[src/inc/rsr_pkg.sv]
// constants shared by the rate sample readout block
package rsr_pkg;

   // ----------------------------------------------------------------
   // register offsets
   // ----------------------------------------------------------------
   localparam logic [7:0] RSR_ADDR_STATUS_ALIAS = 8'h00;
   localparam logic [7:0] RSR_ADDR_X_HIGH = 8'h01;
   localparam logic [7:0] RSR_ADDR_X_LOW = 8'h02;
   localparam logic [7:0] RSR_ADDR_Y_HIGH = 8'h03;
   localparam logic [7:0] RSR_ADDR_Y_LOW = 8'h04;
   localparam logic [7:0] RSR_ADDR_Z_HIGH = 8'h05;
   localparam logic [7:0] RSR_ADDR_Z_LOW = 8'h06;
   localparam logic [7:0] RSR_ADDR_READY_STATE = 8'h07;

   // ----------------------------------------------------------------
   // sample_ready_state field positions
   // ----------------------------------------------------------------
   localparam int RSR_BIT_ALL_OVERRUN = 7;
   localparam int RSR_BIT_Z_OVERRUN = 6;
   localparam int RSR_BIT_Y_OVERRUN = 5;
   localparam int RSR_BIT_X_OVERRUN = 4;
   localparam int RSR_BIT_ALL_FRESH = 3;
   localparam int RSR_BIT_Z_FRESH = 2;
   localparam int RSR_BIT_Y_FRESH = 1;
   localparam int RSR_BIT_X_FRESH = 0;

   // ----------------------------------------------------------------
   // reset values
   // ----------------------------------------------------------------
   localparam logic [7:0] RSR_RST_BYTE = 8'h00;
   localparam logic [15:0] RSR_RST_SAMPLE = 16'h0000;
   localparam logic [2:0] RSR_RST_FLAGS = 3'h0;

   // ----------------------------------------------------------------
   // modes and sizes
   // ----------------------------------------------------------------
   localparam logic [1:0] RSR_FIFO_MODE_DIRECT = 2'h0;
   localparam logic [1:0] RSR_OP_STANDBY = 2'h0;
   localparam logic [1:0] RSR_OP_READY = 2'h1;
   localparam logic [1:0] RSR_OP_ACTIVE = 2'h2;
   localparam int RSR_SAMPLE_W = 16;
   localparam int RSR_AXES = 3;
   localparam int RSR_BUF_DEPTH = 2;

   typedef enum logic [1:0] {
      RSR_AXIS_X,
      RSR_AXIS_Y,
      RSR_AXIS_Z
   } rsr_axis_e;

endpackage

[src/hdl/rsr_readout.sv]
// rate sample readout: sample byte registers, status and auto-increment
//
// Contract
// - each axis sample is presented as a 16-bit two's complement word.
// - bytes sit X, Y, Z at consecutive addresses, high byte first.
// - direct mode follows the sample rate; buffered mode shows the FIFO head.
// - direct mode high-byte read latches that axis low byte; host reads high first.
// - buffered mode X high read loads the other five bytes; host starts there.
// - buffered mode FIFO head advances only on a Z high-byte read.
// - after Z low, auto-increment goes to 0x00 or X high by wrap_select.
// - status clears on standby-to-active or ready-to-active.
// - status byte holds overrun flags in bits 7:4 and fresh flags in 3:0.
// - combined overrun sets when a new sample beats the previous retrieval.
// - combined overrun clears once all three high bytes were read.
// - sample registers are zero after power-on reset only.
// - address 0x00 mirrors ready status directly, FIFO status when buffered.
// - combined fresh sets on any new sample, clears after all high reads.
// - axis fresh sets on acquisition, clears on that axis high read.
`timescale 1ns/1ps
module rsr_readout
   import rsr_pkg::*;
#(
   parameter int SAMPLE_W = RSR_SAMPLE_W,
   parameter int BUF_DEPTH = RSR_BUF_DEPTH
) (
   // clock, reset and freeze
   input wire logic clk,
   input wire logic reset_n,
   input wire logic clk_en,
   // new samples from the acquisition path
   input wire logic smp_valid,
   input wire logic [SAMPLE_W-1:0] smp_x,
   input wire logic [SAMPLE_W-1:0] smp_y,
   input wire logic [SAMPLE_W-1:0] smp_z,
   output logic smp_ready,
   // head of the sample FIFO
   input wire logic [SAMPLE_W-1:0] head_x,
   input wire logic [SAMPLE_W-1:0] head_y,
   input wire logic [SAMPLE_W-1:0] head_z,
   input wire logic [7:0] fifo_status,
   output logic head_advance,
   // configuration fields held elsewhere
   input wire logic [1:0] fifo_mode,
   input wire logic [1:0] op_mode,
   input wire logic wrap_select,
   // register read port from the serial interface engine
   input wire logic reg_rd,
   input wire logic [7:0] reg_addr,
   output logic [7:0] reg_rd_data,
   output logic reg_rd_valid,
   output logic [7:0] reg_next_addr
);

   localparam int BUF_W = 3 * SAMPLE_W;

   // ----------------------------------------------------------------
   // address helpers
   // ----------------------------------------------------------------
   function automatic logic is_sample_addr(input logic [7:0] a);
      return (a >= RSR_ADDR_X_HIGH) && (a <= RSR_ADDR_Z_LOW);
   endfunction

   // high bytes sit at odd offsets, low bytes right after them
   function automatic logic is_high_addr(input logic [7:0] a);
      return is_sample_addr(a) && a[0];
   endfunction

   function automatic logic [1:0] axis_of(input logic [7:0] a);
      logic [7:0] rel;
      rel = a - RSR_ADDR_X_HIGH;
      return rel[2:1];
   endfunction

   function automatic logic [7:0] high_byte(input logic [SAMPLE_W-1:0] w);
      return w[SAMPLE_W-1 -: 8];
   endfunction

   function automatic logic [7:0] low_byte(input logic [SAMPLE_W-1:0] w);
      return w[7:0];
   endfunction

   // ----------------------------------------------------------------
   // sample buffer
   // ----------------------------------------------------------------
   logic buf_valid;
   logic buf_ready;
   logic [BUF_W-1:0] buf_data;
   logic direct_mode;

   assign direct_mode = (fifo_mode == RSR_FIFO_MODE_DIRECT);

   // drain stalls during a register read so a high-byte latch sees a stable
   // word; in buffered mode the buffer is never drained, so intake stops once it is full
   assign buf_ready = direct_mode && !reg_rd;

   rsr_skid_buf #(
      .WIDTH(BUF_W),
      .DEPTH(BUF_DEPTH)
   ) u_buf (
      .clk(clk),
      .reset_n(reset_n),
      .clk_en(clk_en),
      .in_valid(smp_valid),
      .in_data({smp_x, smp_y, smp_z}),
      .in_ready(smp_ready),
      .out_valid(buf_valid),
      .out_data(buf_data),
      .out_ready(buf_ready)
   );

   // ----------------------------------------------------------------
   // status flags
   // ----------------------------------------------------------------
   logic new_sample;
   logic [2:0] high_read;
   logic mode_clear;
   logic [1:0] op_mode_q, op_mode_d;
   logic [7:0] ready_state;

   assign new_sample = buf_valid && buf_ready;

   always_comb
   begin
      op_mode_d = op_mode;
      high_read = 3'h0;
      if (reg_rd && is_high_addr(reg_addr))
      begin
         high_read[axis_of(reg_addr)] = 1'b1;
      end
      mode_clear = (op_mode == RSR_OP_ACTIVE) && ((op_mode_q == RSR_OP_STANDBY)
                   || (op_mode_q == RSR_OP_READY));
   end

   always_ff @(posedge clk or negedge reset_n)
   begin
      if (!reset_n)
      begin
         op_mode_q <= RSR_OP_STANDBY;
      end
      else if (clk_en)
      begin
         op_mode_q <= op_mode_d;
      end
   end

   rsr_status_flags u_flags (
      .clk(clk),
      .reset_n(reset_n),
      .clk_en(clk_en),
      .new_sample(new_sample),
      .high_read(high_read),
      .mode_clear(mode_clear),
      .status(ready_state)
   );

   // ----------------------------------------------------------------
   // sample and snapshot registers
   // ----------------------------------------------------------------
   // live_q follows the sample rate; snap_q holds what a high-byte read latched for the later byte reads
   logic [SAMPLE_W-1:0] live_q [RSR_AXES];
   logic [SAMPLE_W-1:0] live_d [RSR_AXES];
   logic [SAMPLE_W-1:0] snap_q [RSR_AXES];
   logic [SAMPLE_W-1:0] snap_d [RSR_AXES];
   logic [SAMPLE_W-1:0] head_w [RSR_AXES];
   logic [SAMPLE_W-1:0] buf_w [RSR_AXES];
   logic [1:0] ax;

   assign head_w[RSR_AXIS_X] = head_x;
   assign head_w[RSR_AXIS_Y] = head_y;
   assign head_w[RSR_AXIS_Z] = head_z;
   assign buf_w[RSR_AXIS_X] = buf_data[3*SAMPLE_W-1 -: SAMPLE_W];
   assign buf_w[RSR_AXIS_Y] = buf_data[2*SAMPLE_W-1 -: SAMPLE_W];
   assign buf_w[RSR_AXIS_Z] = buf_data[SAMPLE_W-1:0];
   assign ax = axis_of(reg_addr);

   always_comb
   begin
      for (int i = 0; i < RSR_AXES; i++)
      begin
         live_d[i] = new_sample ? buf_w[i] : live_q[i];
         snap_d[i] = snap_q[i];
      end
      if (reg_rd && is_high_addr(reg_addr))
      begin
         if (direct_mode)
         begin
            snap_d[ax] = live_q[ax];
         end
         else if (ax == RSR_AXIS_X)
         begin
            for (int i = 0; i < RSR_AXES; i++)
            begin
               snap_d[i] = head_w[i];
            end
         end
      end
   end

   // power-on reset clears the bytes; a mode change leaves them alone
   always_ff @(posedge clk or negedge reset_n)
   begin
      if (!reset_n)
      begin
         for (int i = 0; i < RSR_AXES; i++)
         begin
            live_q[i] <= RSR_RST_SAMPLE;
            snap_q[i] <= RSR_RST_SAMPLE;
         end
      end
      else if (clk_en)
      begin
         for (int i = 0; i < RSR_AXES; i++)
         begin
            live_q[i] <= live_d[i];
            snap_q[i] <= snap_d[i];
         end
      end
   end

   // ----------------------------------------------------------------
   // read data, head advance and auto-increment
   // ----------------------------------------------------------------
   logic [7:0] rd_data_q, rd_data_d;
   logic rd_valid_q, rd_valid_d;
   logic [7:0] next_addr_q, next_addr_d;
   logic advance_q, advance_d;

   always_comb
   begin
      rd_data_d = rd_data_q;
      rd_valid_d = reg_rd;
      next_addr_d = next_addr_q;
      advance_d = 1'b0;
      if (reg_rd)
      begin
         next_addr_d = reg_addr + 8'h01;
         if (reg_addr == RSR_ADDR_Z_LOW)
         begin
            next_addr_d = wrap_select ? RSR_ADDR_X_HIGH : RSR_ADDR_STATUS_ALIAS;
         end
         if (reg_addr == RSR_ADDR_STATUS_ALIAS)
         begin
            rd_data_d = direct_mode ? ready_state : fifo_status;
         end
         else if (reg_addr == RSR_ADDR_READY_STATE)
         begin
            rd_data_d = ready_state;
         end
         else if (is_high_addr(reg_addr))
         begin
            if (direct_mode)
            begin
               rd_data_d = high_byte(live_q[ax]);
            end
            else if (ax == RSR_AXIS_X)
            begin
               rd_data_d = high_byte(head_x);
            end
            else
            begin
               rd_data_d = high_byte(snap_q[ax]);
            end
            // only a Z high read moves the FIFO head on
            advance_d = !direct_mode && (ax == RSR_AXIS_Z);
         end
         else if (is_sample_addr(reg_addr))
         begin
            // low byte is only meaningful after its high byte (in buffered mode the X high byte) was read
            rd_data_d = low_byte(snap_q[ax]);
         end
         else
         begin
            rd_data_d = RSR_RST_BYTE;
         end
      end
   end

   always_ff @(posedge clk or negedge reset_n)
   begin
      if (!reset_n)
      begin
         rd_data_q <= RSR_RST_BYTE;
         rd_valid_q <= 1'b0;
         next_addr_q <= RSR_ADDR_STATUS_ALIAS;
         advance_q <= 1'b0;
      end
      else if (clk_en)
      begin
         rd_data_q <= rd_data_d;
         rd_valid_q <= rd_valid_d;
         next_addr_q <= next_addr_d;
         advance_q <= advance_d;
      end
   end

   assign reg_rd_data = rd_data_q;
   assign reg_rd_valid = rd_valid_q;
   assign reg_next_addr = next_addr_q;
   assign head_advance = advance_q;

endmodule

[src/hdl/rsr_skid_buf.sv]
// small valid/ready buffer between acquisition and readout
`timescale 1ns/1ps
module rsr_skid_buf #(
   parameter int WIDTH = 48,
   parameter int DEPTH = 2
) (
   // clock and reset
   input wire logic clk,
   input wire logic reset_n,
   input wire logic clk_en,
   // fill side
   input wire logic in_valid,
   input wire logic [WIDTH-1:0] in_data,
   output logic in_ready,
   // drain side
   output logic out_valid,
   output logic [WIDTH-1:0] out_data,
   input wire logic out_ready
);

   localparam int PW = (DEPTH > 1) ? $clog2(DEPTH) : 1;
   localparam int CW = $clog2(DEPTH + 1);
   localparam logic [CW-1:0] CNT_FULL = CW'(DEPTH);
   localparam logic [PW-1:0] PTR_LAST = PW'(DEPTH - 1);

   logic [WIDTH-1:0] mem_q [DEPTH];
   logic [PW-1:0] wr_q, wr_d, rd_q, rd_d;
   logic [CW-1:0] cnt_q, cnt_d;
   logic ready_q, ready_d;
   logic push, pop;

   assign push = in_valid && ready_q;
   assign pop = out_valid && out_ready;
   assign in_ready = ready_q;
   assign out_valid = (cnt_q != '0);
   assign out_data = mem_q[rd_q];

   always_comb
   begin
      wr_d = wr_q;
      rd_d = rd_q;
      cnt_d = cnt_q;
      if (push)
      begin
         wr_d = (wr_q == PTR_LAST) ? '0 : wr_q + PW'(1);
      end
      if (pop)
      begin
         rd_d = (rd_q == PTR_LAST) ? '0 : rd_q + PW'(1);
      end
      if (push && !pop)
      begin
         cnt_d = cnt_q + CW'(1);
      end
      else if (pop && !push)
      begin
         cnt_d = cnt_q - CW'(1);
      end
      // registered ready keeps the fill side free of a path from the drain
      ready_d = (cnt_d != CNT_FULL);
   end

   always_ff @(posedge clk or negedge reset_n)
   begin
      if (!reset_n)
      begin
         wr_q <= '0;
         rd_q <= '0;
         cnt_q <= '0;
         ready_q <= 1'b0;
      end
      else if (clk_en)
      begin
         wr_q <= wr_d;
         rd_q <= rd_d;
         cnt_q <= cnt_d;
         ready_q <= ready_d;
      end
   end

   always_ff @(posedge clk)
   begin
      if (clk_en && push)
      begin
         mem_q[wr_q] <= in_data;
      end
   end

endmodule

[src/hdl/rsr_status_flags.sv]
// data-ready and overwrite flags of sample_ready_state
`timescale 1ns/1ps
module rsr_status_flags
   import rsr_pkg::*;
(
   // clock and reset
   input wire logic clk,
   input wire logic reset_n,
   input wire logic clk_en,
   // events
   input wire logic new_sample,
   input wire logic [2:0] high_read,
   input wire logic mode_clear,
   // status byte
   output logic [7:0] status
);

   logic [2:0] fresh_q, fresh_d;
   logic [2:0] over_q, over_d;
   logic [2:0] seen_q, seen_d;
   logic all_fresh_q, all_fresh_d;
   logic all_over_q, all_over_d;
   logic all_read;

   always_comb
   begin
      all_read = &(seen_q | high_read);
      // a new sample starts a fresh round of high-byte reads
      seen_d = new_sample ? RSR_RST_FLAGS : (seen_q | high_read);
      // set wins over a high-byte read clear in the same cycle; a mode clear keeps only the fresh sets
      fresh_d = (fresh_q & ~high_read) | {3{new_sample}};
      over_d = (over_q & ~high_read) | ({3{new_sample}} & fresh_q);
      all_fresh_d = (all_fresh_q && !all_read) || new_sample;
      all_over_d = (all_over_q && !all_read) || (new_sample && all_fresh_q);
      if (mode_clear)
      begin
         fresh_d = {3{new_sample}};
         over_d = RSR_RST_FLAGS;
         seen_d = RSR_RST_FLAGS;
         all_fresh_d = new_sample;
         all_over_d = 1'b0;
      end
   end

   always_ff @(posedge clk or negedge reset_n)
   begin
      if (!reset_n)
      begin
         fresh_q <= RSR_RST_FLAGS;
         over_q <= RSR_RST_FLAGS;
         seen_q <= RSR_RST_FLAGS;
         all_fresh_q <= 1'b0;
         all_over_q <= 1'b0;
      end
      else if (clk_en)
      begin
         fresh_q <= fresh_d;
         over_q <= over_d;
         seen_q <= seen_d;
         all_fresh_q <= all_fresh_d;
         all_over_q <= all_over_d;
      end
   end

   always_comb
   begin
      status = RSR_RST_BYTE;
      status[RSR_BIT_ALL_OVERRUN] = all_over_q;
      status[RSR_BIT_Z_OVERRUN] = over_q[RSR_AXIS_Z];
      status[RSR_BIT_Y_OVERRUN] = over_q[RSR_AXIS_Y];
      status[RSR_BIT_X_OVERRUN] = over_q[RSR_AXIS_X];
      status[RSR_BIT_ALL_FRESH] = all_fresh_q;
      status[RSR_BIT_Z_FRESH] = fresh_q[RSR_AXIS_Z];
      status[RSR_BIT_Y_FRESH] = fresh_q[RSR_AXIS_Y];
      status[RSR_BIT_X_FRESH] = fresh_q[RSR_AXIS_X];
   end

endmodule

[config.mk]
export PLATFORM = sky130hd
export DESIGN_NAME = rsr_readout
export DESIGN_NICKNAME = d
export VERILOG_FILES = /design/src/inc/rsr_pkg.sv /design/src/hdl/rsr_readout.sv /design/src/hdl/rsr_skid_buf.sv /design/src/hdl/rsr_status_flags.sv
export SDC_FILE = /design/constraint.sdc
export NUM_CORES = 1
export LEC_CHECK = 0
export ABC_CLOCK_PERIOD_IN_PS = 4100
export BUFFER_PORTS_ARGS = -buffer_cell sky130_fd_sc_hd__buf_2
export CORE_MARGIN = 2
export CORE_UTILIZATION = 55
export CTS_CLUSTER_SIZE = 40
export DETAILED_ROUTE_END_ITERATION = 16
export GPL_ROUTABILITY_DRIVEN = 0
export PLACE_DENSITY = 0.75
export SLEW_MARGIN = 20
export SYNTH_ARGS = -nofsm -noshare
export SYNTH_HDL_FRONTEND = slang
export SYNTH_SLANG_ARGS = --single-unit
[constraint.sdc]
create_clock -name clk -period 4.1 [get_ports clk]
set_input_delay 0.615 -clock clk [delete_from_list [all_inputs] [get_ports clk]]
set_output_delay 0.615 -clock clk [all_outputs]
set_load 0.02 [all_outputs]
# --- After elaboration in Yosys (flattened, before gate mapping) ---
# Memory sizes are Yosys's and may differ from the RTL's. A register that Yosys moved wholly into a read port is not among the register bits.
# Index checks and enable logic that the tools add are counted.
totals:
  mem_bits_rw: 96
  register_bits: 84
  memories: 1
  wordCells: 119
  out_inout_bits: 19
  in_bits: 122
mem_list:
  columns: ["memory", "words", "word_bits", "read_ports", "rd_clocked_by_memory_dff", "wr", "line", "text"]
  rows:
  - ["u_buf.mem_q", 2, 48, 1, 1, 1, "rsr_skid_buf.sv:26", "logic [WIDTH-1:0] mem_q [DEPTH];"]
classes:
  n_mux: 39
  n_eq_ne: 6
  add_sub_neg: 6
  n_reduce_logical: 36
  magnitude_cmp: 6
  bitwise_logic: 8
ops:
  columns: ["operator", "count"]
  rows:
  - ["$mux 48", 2]
  - ["$mux 16", 5]
  - ["$bmux 16 s2", 2]
  - ["$mux 8", 8]
  - ["$bwmux 48", 1]
  - ["$demux 16 s2", 1]
  - ["$eq 8x3->1 const B", 2]
  - ["$logic_and 1x1->1", 16]
  - ["$mux 3", 5]
  - ["$mux 1", 12]
  - ["$and 3x3->3", 3]
  - ["$or 3x3->3", 3]
  - ["$add 8x1->8 const B", 1]
  - ["$ge 8x1->1 const B", 1]
  - ["$le 8x3->1 const B", 1]
  - ["$logic_not 8->1", 1]
  - ["$logic_not 1->1", 6]
  - ["$logic_not 2->1", 3]
  - ["$reduce_and 2->1", 3]
  - ["$reduce_and 3->1", 2]
  - ["$eq 2x2->1 const B", 2]
  - ["$mux 2", 2]
  - ["$reduce_bool 2->1", 2]
  - ["$ge 3x3->1 const B", 1]
  - ["13 further kinds", 16]

# --- Depth between registers and ports, before layout ---
# Gate-level depths: netlist of the first run.
logic_depth:
  ltp_word: 12
  mapped_depth: 10
  depth_no_buf: 7

# --- Cells and area by module ---
# A second synthesis of the first run with hierarchy kept.
hier_totals:
  cells_unflattened: 749
  hier_area_um2: 9833.2
by_module_without_submodules:
  columns: ["module", "seq_area_each_um2", "cells_each", "area_each_um2", "instances"]
  rows:
  - ["rsr_readout", 2677.6, 512, 5559.1, 1]
  - ["rsr_skid_buf", 3007.9, 183, 3768.6, 1]
  - ["rsr_status_flags", 275.3, 54, 505.5, 1]

# --- Least setup slack after synthesis of the first run ---
# No wires, ideal clock.
synth_path:
  path_type: "input port to flip-flop"
  startpoint: "in clk_en"
  endpoint: "mem u_buf.mem_q[0][0] (enable)"
  required_time_ns: 3.646
  setup_time_ns: 0.454
  path_stages: 3
  n_path_buf: 1
  path_slack_ns: 0.589
  arrival_ns: 3.057
  cell_sequence: "clkbuf_1 > nand3_1 > nor2_1"
synth_via:
  elab_chain_len: 3
synth_lines:
  columns: ["element", "line", "text"]
  rows:
  - ["from (decl)", "rsr_readout.sv:29", "input wire logic clk_en,"]
  - ["$logic_and 1x1->1", "rsr_skid_buf.sv:83", "if (clk_en && push)"]
  - ["$mux 1", "rsr_skid_buf.sv:83", null]
  - ["$mux 1 (implied by the code)", "rsr_skid_buf.sv:85", "mem_q[wr_q] <= in_data;"]
  - ["to (decl)", "rsr_skid_buf.sv:26", null]
# No other way between the ends.

# --- Worst setup path in the final report of the first run ---
layout_path:
  startpoint: "in reg_addr[0]"
  endpoint: "reg rd_data_q[7] (netlist: reg_rd_data[7])"
layout_via:
  elab_chain_len: 10
  word_cells_on_any_way: 21
layout_lines:
  columns: ["element", "line", "text"]
  rows:
  - ["from (decl)", "rsr_readout.sv:48", "input wire logic [7:0] reg_addr,"]
  - ["$sub 3x1->3", "rsr_readout.sv:70", "rel = a - RSR_ADDR_X_HIGH;"]
  - ["$not 2->3 (implied by the code)", "rsr_readout.sv:253, rsr_readout.sv:261, rsr_readout.sv:269", null]
  - ["$bmux 16 s2", "rsr_readout.sv:261, rsr_readout.sv:269", null]
  - ["$mux 16 (implied by the code) (2 in a row)", "rsr_readout.sv:269", "rd_data_d = low_byte(snap_q[ax]);"]
  - ["$mux 8", "rsr_readout.sv:255", "else if (ax == RSR_AXIS_X)"]
  - ["$mux 8", "rsr_readout.sv:251", "if (direct_mode)"]
  - ["$mux 8", "rsr_readout.sv:249", "else if (is_high_addr(reg_addr))"]
  - ["$mux 8", "rsr_readout.sv:245", "else if (reg_addr == RSR_ADDR_READY_STATE)"]
  - ["$mux 8 (*)", "rsr_readout.sv:241", "if (reg_addr == RSR_ADDR_STATUS_ALIAS)"]
  - ["to (signal assigned)", "rsr_readout.sv:289", "rd_data_q <= rd_data_d;"]
  - ["to (decl)", "rsr_readout.sv:223", "logic [7:0] rd_data_q, rd_data_d;"]
# Mark *: on every way between the ends. The rest lies on a longest branch, timed or not. The select of a mux whose other input is x is not followed.
# A chain may end at the register's enable or synchronous reset.

==> flow_metrics.py, run 1 <==
metrics = {
    "worst_hold_path": {
        "min_path_type": "in -> async",
    },
    "clock_tree": {
        "path_clk_slew_ps": 70,
        "clk_path_buf_depth": 3,
        "cts_made_buffers": 23,
        "post_cts_resized": 0,
        "hold_buffers": 0,
        "cts_tree": "yes",
        "post_cts_buffers": 0,
        "cts-root-buf": "clkbuf_16",
        "clk_latency_ps": 510,
        "htree_levels": 1,
        "clkSinkCount": 219,
    },
    "placement": {
        "port_buffers": 140,
        "hpwl_mm": 14.8,
    },
    "synth": {
        "yosysSeqAreaShare_pct": 62.3,
        "synth-edff-count": 96,
        "synth_top_area_share_pct": 32.1,
        "netlist_area_um2": 9580,
        "synth_top_family_by_area": "compound AO/OA/AOI/OAI gates",
        "yosysTopAreaCell": "dfrtp_1",
        "synth_most_common_cell": "nand2_1",
        "synth-xor-area-share_pct": 1.28,
        "synth_area_per_cell_um2": 12.0,
        "synth_simple_gate_area_share_pct": 9.89,
        "syn_inst": 801,
        "synthTopCellsByArea": "dfrtp_1, edfxtp_1, mux2i_1",
        "async_reset_ff_share_pct": 56.2,
        "synth-main-ff-cell": "dfrtp_1",
        "synthMuxAreaShare_pct": 9.38,
        "synthesis.yosys.warnings": 0,
        "syn_nets": 928,
        "synth_common_cells": "nand2_1, dfrtp_1, edfxtp_1, o21ai_0, mux2i_1",
        "synth-compound-area-share_pct": 13.7,
        "yosysUniqueCellTypes": 51,
        "synth_fa_ha_area_share_pct": 0.653,
        "synth-seq-cells": 219,
    },
    "global_route": {
        "grt_pass1_wl_mm": 34.3,
        "grt_pass1_vias": 6669,
        "grt_max_degree": 100,
        "grt_overflow": 0,
        "antenna_found_initial": 0,
        "grt_use_total_pct": 24.0,
    },
    "critical_path": {
        "worstReg2RegStart": "u_buf.cnt_q[0]",
        "crit_end": "reg_rd_data[7]",
        "reg2reg_setup_slack_ps": 1660,
        "critical_path_arrival_ps": 2960,
        "cp_data_required_time_ps": 4470,
        "reg2reg_to": "u_flags.all_over_q",
        "crit_type": "in -> reg",
        "crit_path_start_kind": "primary input",
        "rr_worst_depth": 8,
        "crit_fanout": 44,
        "startpoint": "reg_addr[0]",
        "end_kind": "register",
    },
    "floorplanning": {
        "row_count": 48,
        "initial_utilization_pct": 55.7,
        "core_region_area_um2": 17200,
        "io_pins": 141,
        "die_h_um": 136,
        "die_w_um": 136,
        "dieArea_um2": 18500,
    },
    "sta": {
        "finalSetupTns_ps": 0,
        "finalCriticalPeriod_ps": 2590,
        "hold_viol": 0,
        "fin_skew_ps": 14.9,
        "slew_headroom_pct": 38.0,
        "drv_slew": 0,
        "worstMarginPinSlew_ps": 930,
        "rsz0062_at_grt": "false",
        "fmax_ghz": 0.386,
        "finalSetupViolCount": 0,
        "whs_ps": 223,
        "min_period_over_period_pct": 63.2,
    },
    "drt": {
        "drc": 0,
        "drt_wl_total_mm": 21.6,
        "wl_per_cell_um": 18.5,
        "first_pass_iters": 5,
        "viasPerCell": 5.79,
        "initialDrtViolationCount": 640,
        "ant_nets": 0,
        "vias": 6753,
    },
    "job": {
        "drv_cap": 0,
    },
    "power": {
        "leakage_nw": 4.84,
        "peakVddDrop_v": 0.000383,
        "power.density_nw_per_um2": 537,
    },
    "finish": {
        "drive_above_1_share_pct": 23.4,
        "area_growth_pct": 16.6,
        "fin_nets": 1053,
        "diodes": 0,
    },
    "run_status": {
        "status": "complete, no violations",
    },
}
-- final cells by class --
type / count / area [µm²]
fill: 1365 / 6010
multi-input combinational: 520 / 3380
clock buffer: 26 / 607
tap: 225 / 282
inverter: 8 / 30.0
timing repair buffer: 154 / 808
sequential: 219 / 5960
clock inverter: 15 / 100
-- worst min-delay path by stage --
stage | to | slack (ps) | cells past startpoint
after floorplan | head_advance | 320 | 0
after CTS | u_flags.fresh_q[1] | 240 | 1
after global placement | reg_next_addr[3] | 460 | 2
after detailed placement | reg_next_addr[3] | 460 | 2
final | reg_rd_data[0] | 220 | 1
after global routing | u_flags.fresh_q[2] | 280 | 1
-- placed cells by master (no fill, tap or decap), types with 8 or more instances in the layout --
master     synthesis  final
a21oi_1           13     13
a22o_1            27     27
a22oi_1           32     32
and3_1             8      8
buf_2              4    139
buf_4              0     15
clkbuf_16          0     23
dfrtp_1          123    122
edfxtp_1          96     96
inv_1              8      8
mux2_2            17     17
mux2i_1           65     65
nand2_1          135    134
nand3_1           20     20
nor2_1            20     18
o21ai_0           96     96
xnor2_1            9      8
-- critical path, stage by stage --
cell       delay (ps)
buf_2             100
inv_1             100
ha_1              350
buf_4             450
mux2_2            400
nand2_1            90
a21oi_1            60
a2111oi_0         580
o21ai_0           180
-- sequential cells by signal, indices dropped and copies added, names as in the netlist --
register / cells
head_advance: 1
live_q: 48
op_mode_q: 1
reg_next_addr: 8
reg_rd_data: 8
reg_rd_valid: 1
snap_q: 40
u_buf.cnt_q: 2
u_buf.in_ready: 1
u_buf.mem_q: 96
u_buf.rd_q: 1
u_buf.wr_q: 1
u_flags.all_fresh_q: 1
u_flags.all_over_q: 1
u_flags.fresh_q: 3
u_flags.over_q: 3
u_flags.seen_q: 3
-- where the power goes --
part           leakage [nW]  switching [W]  internal (W)
combinational          2.01       0.000571      0.000466
sequential             2.47       0.000311       0.00270
clock                 0.353       0.000823       0.00112
total                  4.84        0.00171       0.00429
-- metrics by stage --
step	utilization, %	cell area (µm²)	instances	worst slack, ps	total power (W)
final	65.0	11200	1167	1510	0.00600
after global routing	65.0	11200	1167	1360	0.00630
after CTS	65.0	11200	1167	1570	0.00604
after detailed placement	60.9	10500	1126	1040	0.00410
after global placement	60.9	10500	1126	1100	0.00406
after floorplan	-	9580	801	589	0.00370
-- metal layers --
layer	share of wire [%]	wire length, µm	global-route usage, %
met1	44	9490	33.6
met2	46	9870	38.4
met3	7.5	1630	4.33
met4	2.9	636	8.10
met5	0	0	0
-- kinds of logic after synthesis --
family	Yosys count
compound gates	205
xor+xnor	14
fa+ha+maj	5
buf+inv	62
flops	219
mux	85
simple gates	211
Power figures use the tool's default switching activity.
==> inputs of run 2 (changes only) <==
- ABC_CLOCK_PERIOD_IN_PS: 4100 -> 2600
- clock period: 4.1 -> 2.6 ns (I/O delays scaled with it)
==> flow_metrics.py, run 2 (same netlist as run 1, synthesis figures left out) <==
metrics = {
    "run_status": {
        "status": "complete, no violations",
    },
    "finish": {
        "largestRegisters": "u_buf.mem_q: 96 flops, live_q: 48 flops, snap_q: 40 flops",
        "layout_common_cells": "buf_2, nand2_1, dfrtp_1, o21ai_0, edfxtp_1",
        "stdcell_count": 1186,
        "fin_nets": 1072,
        "area_growth_pct": 18.7,
        "fillers": 1328,
        "drive_above_1_share_pct": 24.2,
        "top_register": "u_buf.mem_q",
        "layout_commonest_cell": "buf_2",
        "largest_register_ffs": 96,
        "final_area_um2": 11400,
        "diodes": 0,
    },
    "clock_tree": {
        "clk_latency_ps": 500,
        "cts_tree": "yes",
        "cts_made_buffers": 23,
        "clk_path_buf_depth": 3,
        "clkSinkCount": 219,
        "path_clk_slew_ps": 60,
        "post_cts_resized": 0,
        "htree_levels": 1,
        "cts-root-buf": "clkbuf_16",
    },
    "critical_path": {
        "crit_path_start_kind": "register",
        "crit_family": "simple AND/OR/NAND/NOR gates",
        "critical_path_arrival_ps": 2550,
        "cpMaxStageDelayCell": "nor2_1",
        "crit_type": "reg -> reg",
        "cp_data_required_time_ps": 3010,
        "end_kind": "register",
        "crit_fanout": 21,
        "max_stage_delay_ps": 410,
        "crit_buf_inv": 2,
        "cp_cell_sequence": "inv_1 -> ha_1 -> nor4_2 -> buf_4 -> nand2_2 -> nor2_1 -> a21oi_1 -> a41oi_1",
    },
    "sta": {
        "min_period_over_period_pct": 82.4,
        "fin_skew_ps": 8.36,
        "worstMarginPinSlew_ps": 783,
        "drv_slew": 0,
        "finalSetupViolCount": 0,
        "finalCriticalPeriod_ps": 2140,
        "rsz0062_at_grt": "false",
        "hold_viol": 0,
        "whs_ps": 75.4,
        "slew_headroom_pct": 47.8,
        "fmax_ghz": 0.467,
    },
    "power": {
        "leakage_nw": 4.93,
        "power.density_nw_per_um2": 842,
        "peakVddDrop_v": 0.000511,
        "power.total_w": 0.00957,
    },
    "global_route": {
        "grt_overflow": 0,
        "grt_use_total_pct": 24.3,
        "grt_pass1_vias": 6610,
        "antenna_found_initial": 0,
        "grt_pass1_wl_mm": 34.7,
        "grt_max_degree": 80,
    },
    "floorplanning": {
        "row_count": 48,
        "initial_utilization_pct": 55.7,
        "dieArea_um2": 18500,
        "die_w_um": 136,
        "core_region_area_um2": 17200,
        "io_pins": 141,
        "die_h_um": 136,
    },
    "job": {
        "drv_cap": 0,
    },
    "drt": {
        "drc": 0,
        "vias": 6816,
        "drt_wl_total_mm": 22.1,
        "first_pass_iters": 5,
        "viasPerCell": 5.75,
        "initialDrtViolationCount": 680,
        "wl_per_cell_um": 18.6,
        "ant_nets": 0,
    },
    "worst_hold_path": {
        "min_path_type": "in -> reg",
    },
    "placement": {
        "hpwl_mm": 15.3,
        "port_buffers": 140,
        "dpl-instance-area_um2": 10600,
        "dp_cells": 1144,
    },
}
run 2: cell types whose count changed in the layout (fill, tap and decap cells not counted), moves of 2 or more:
cell,change
buf_4,+14
clkbuf_1,+7
clkinv_2,-5
buf_12,+4
clkbuf_8,-2
clkinv_1,-2
run 2: cell type report:
class / count / area (µm²) / share of cell area [%]
Inverter: 8 / 30.0 / 0.264
Clock inverter: 10 / 105 / 0.925
Timing Repair Buffer: 173 / 1000 / 8.83
Multi-Input combinational cell: 520 / 3380 / 29.7
Clock buffer: 31 / 606 / 5.33
Tap cell: 225 / 282 / 2.48
Sequential cell: 219 / 5960 / 52.5
run 2: per-stage QoR:
stage                     utilization [%]  setup TNS, ps  setup slack [ps]
after global placement               62.0              0              81.5
after CTS                            66.2              0               503
after detailed placement             62.0              0              49.3
after floorplan                         -         -65810              -686
after global routing                 66.2              0               330
final                                66.2              0               457
run 2: where the power goes:
part	internal (W)	total [W]	switching (W)
Combinational	0.000787	0.00174	0.000954
Sequential	0.00426	0.00472	0.000462
Clock	0.00183	0.00310	0.00127
run 2: worst paths after layout:
path | start | to | slack [ps] | depth (start not counted)
max | u_buf.cnt_q[0] | u_flags.all_over_q | 460 | 8
min | smp_z[14] | u_buf.mem_q[1][14] | 80 | 1
max reg2reg | u_buf.cnt_q[0] | u_flags.all_over_q | 460 | 8
max in group asynchronous | reset_n | snap_q[15] | 1330 | 3
min reg2reg | reg_next_addr[3] | reg_next_addr[3] | 480 | 2
min in group asynchronous | reset_n | u_buf.cnt_q[0] | 430 | 2
run 2: what timing repair did:
action	in CTS	in global routing
hold endpoints to repair	44	0
hold buffers	1	0
buffers inserted	0	0
endpoints found under the setup margin	0	0
run 2: per-layer routing:
metal	up-vias	GRT usage [%]	wire length, µm
li1	3234	-	-
met1	3275	35.3	9710
met4	0	8.45	593
met3	45	4.44	1630
met2	262	37.1	10100
met5	-	0	0
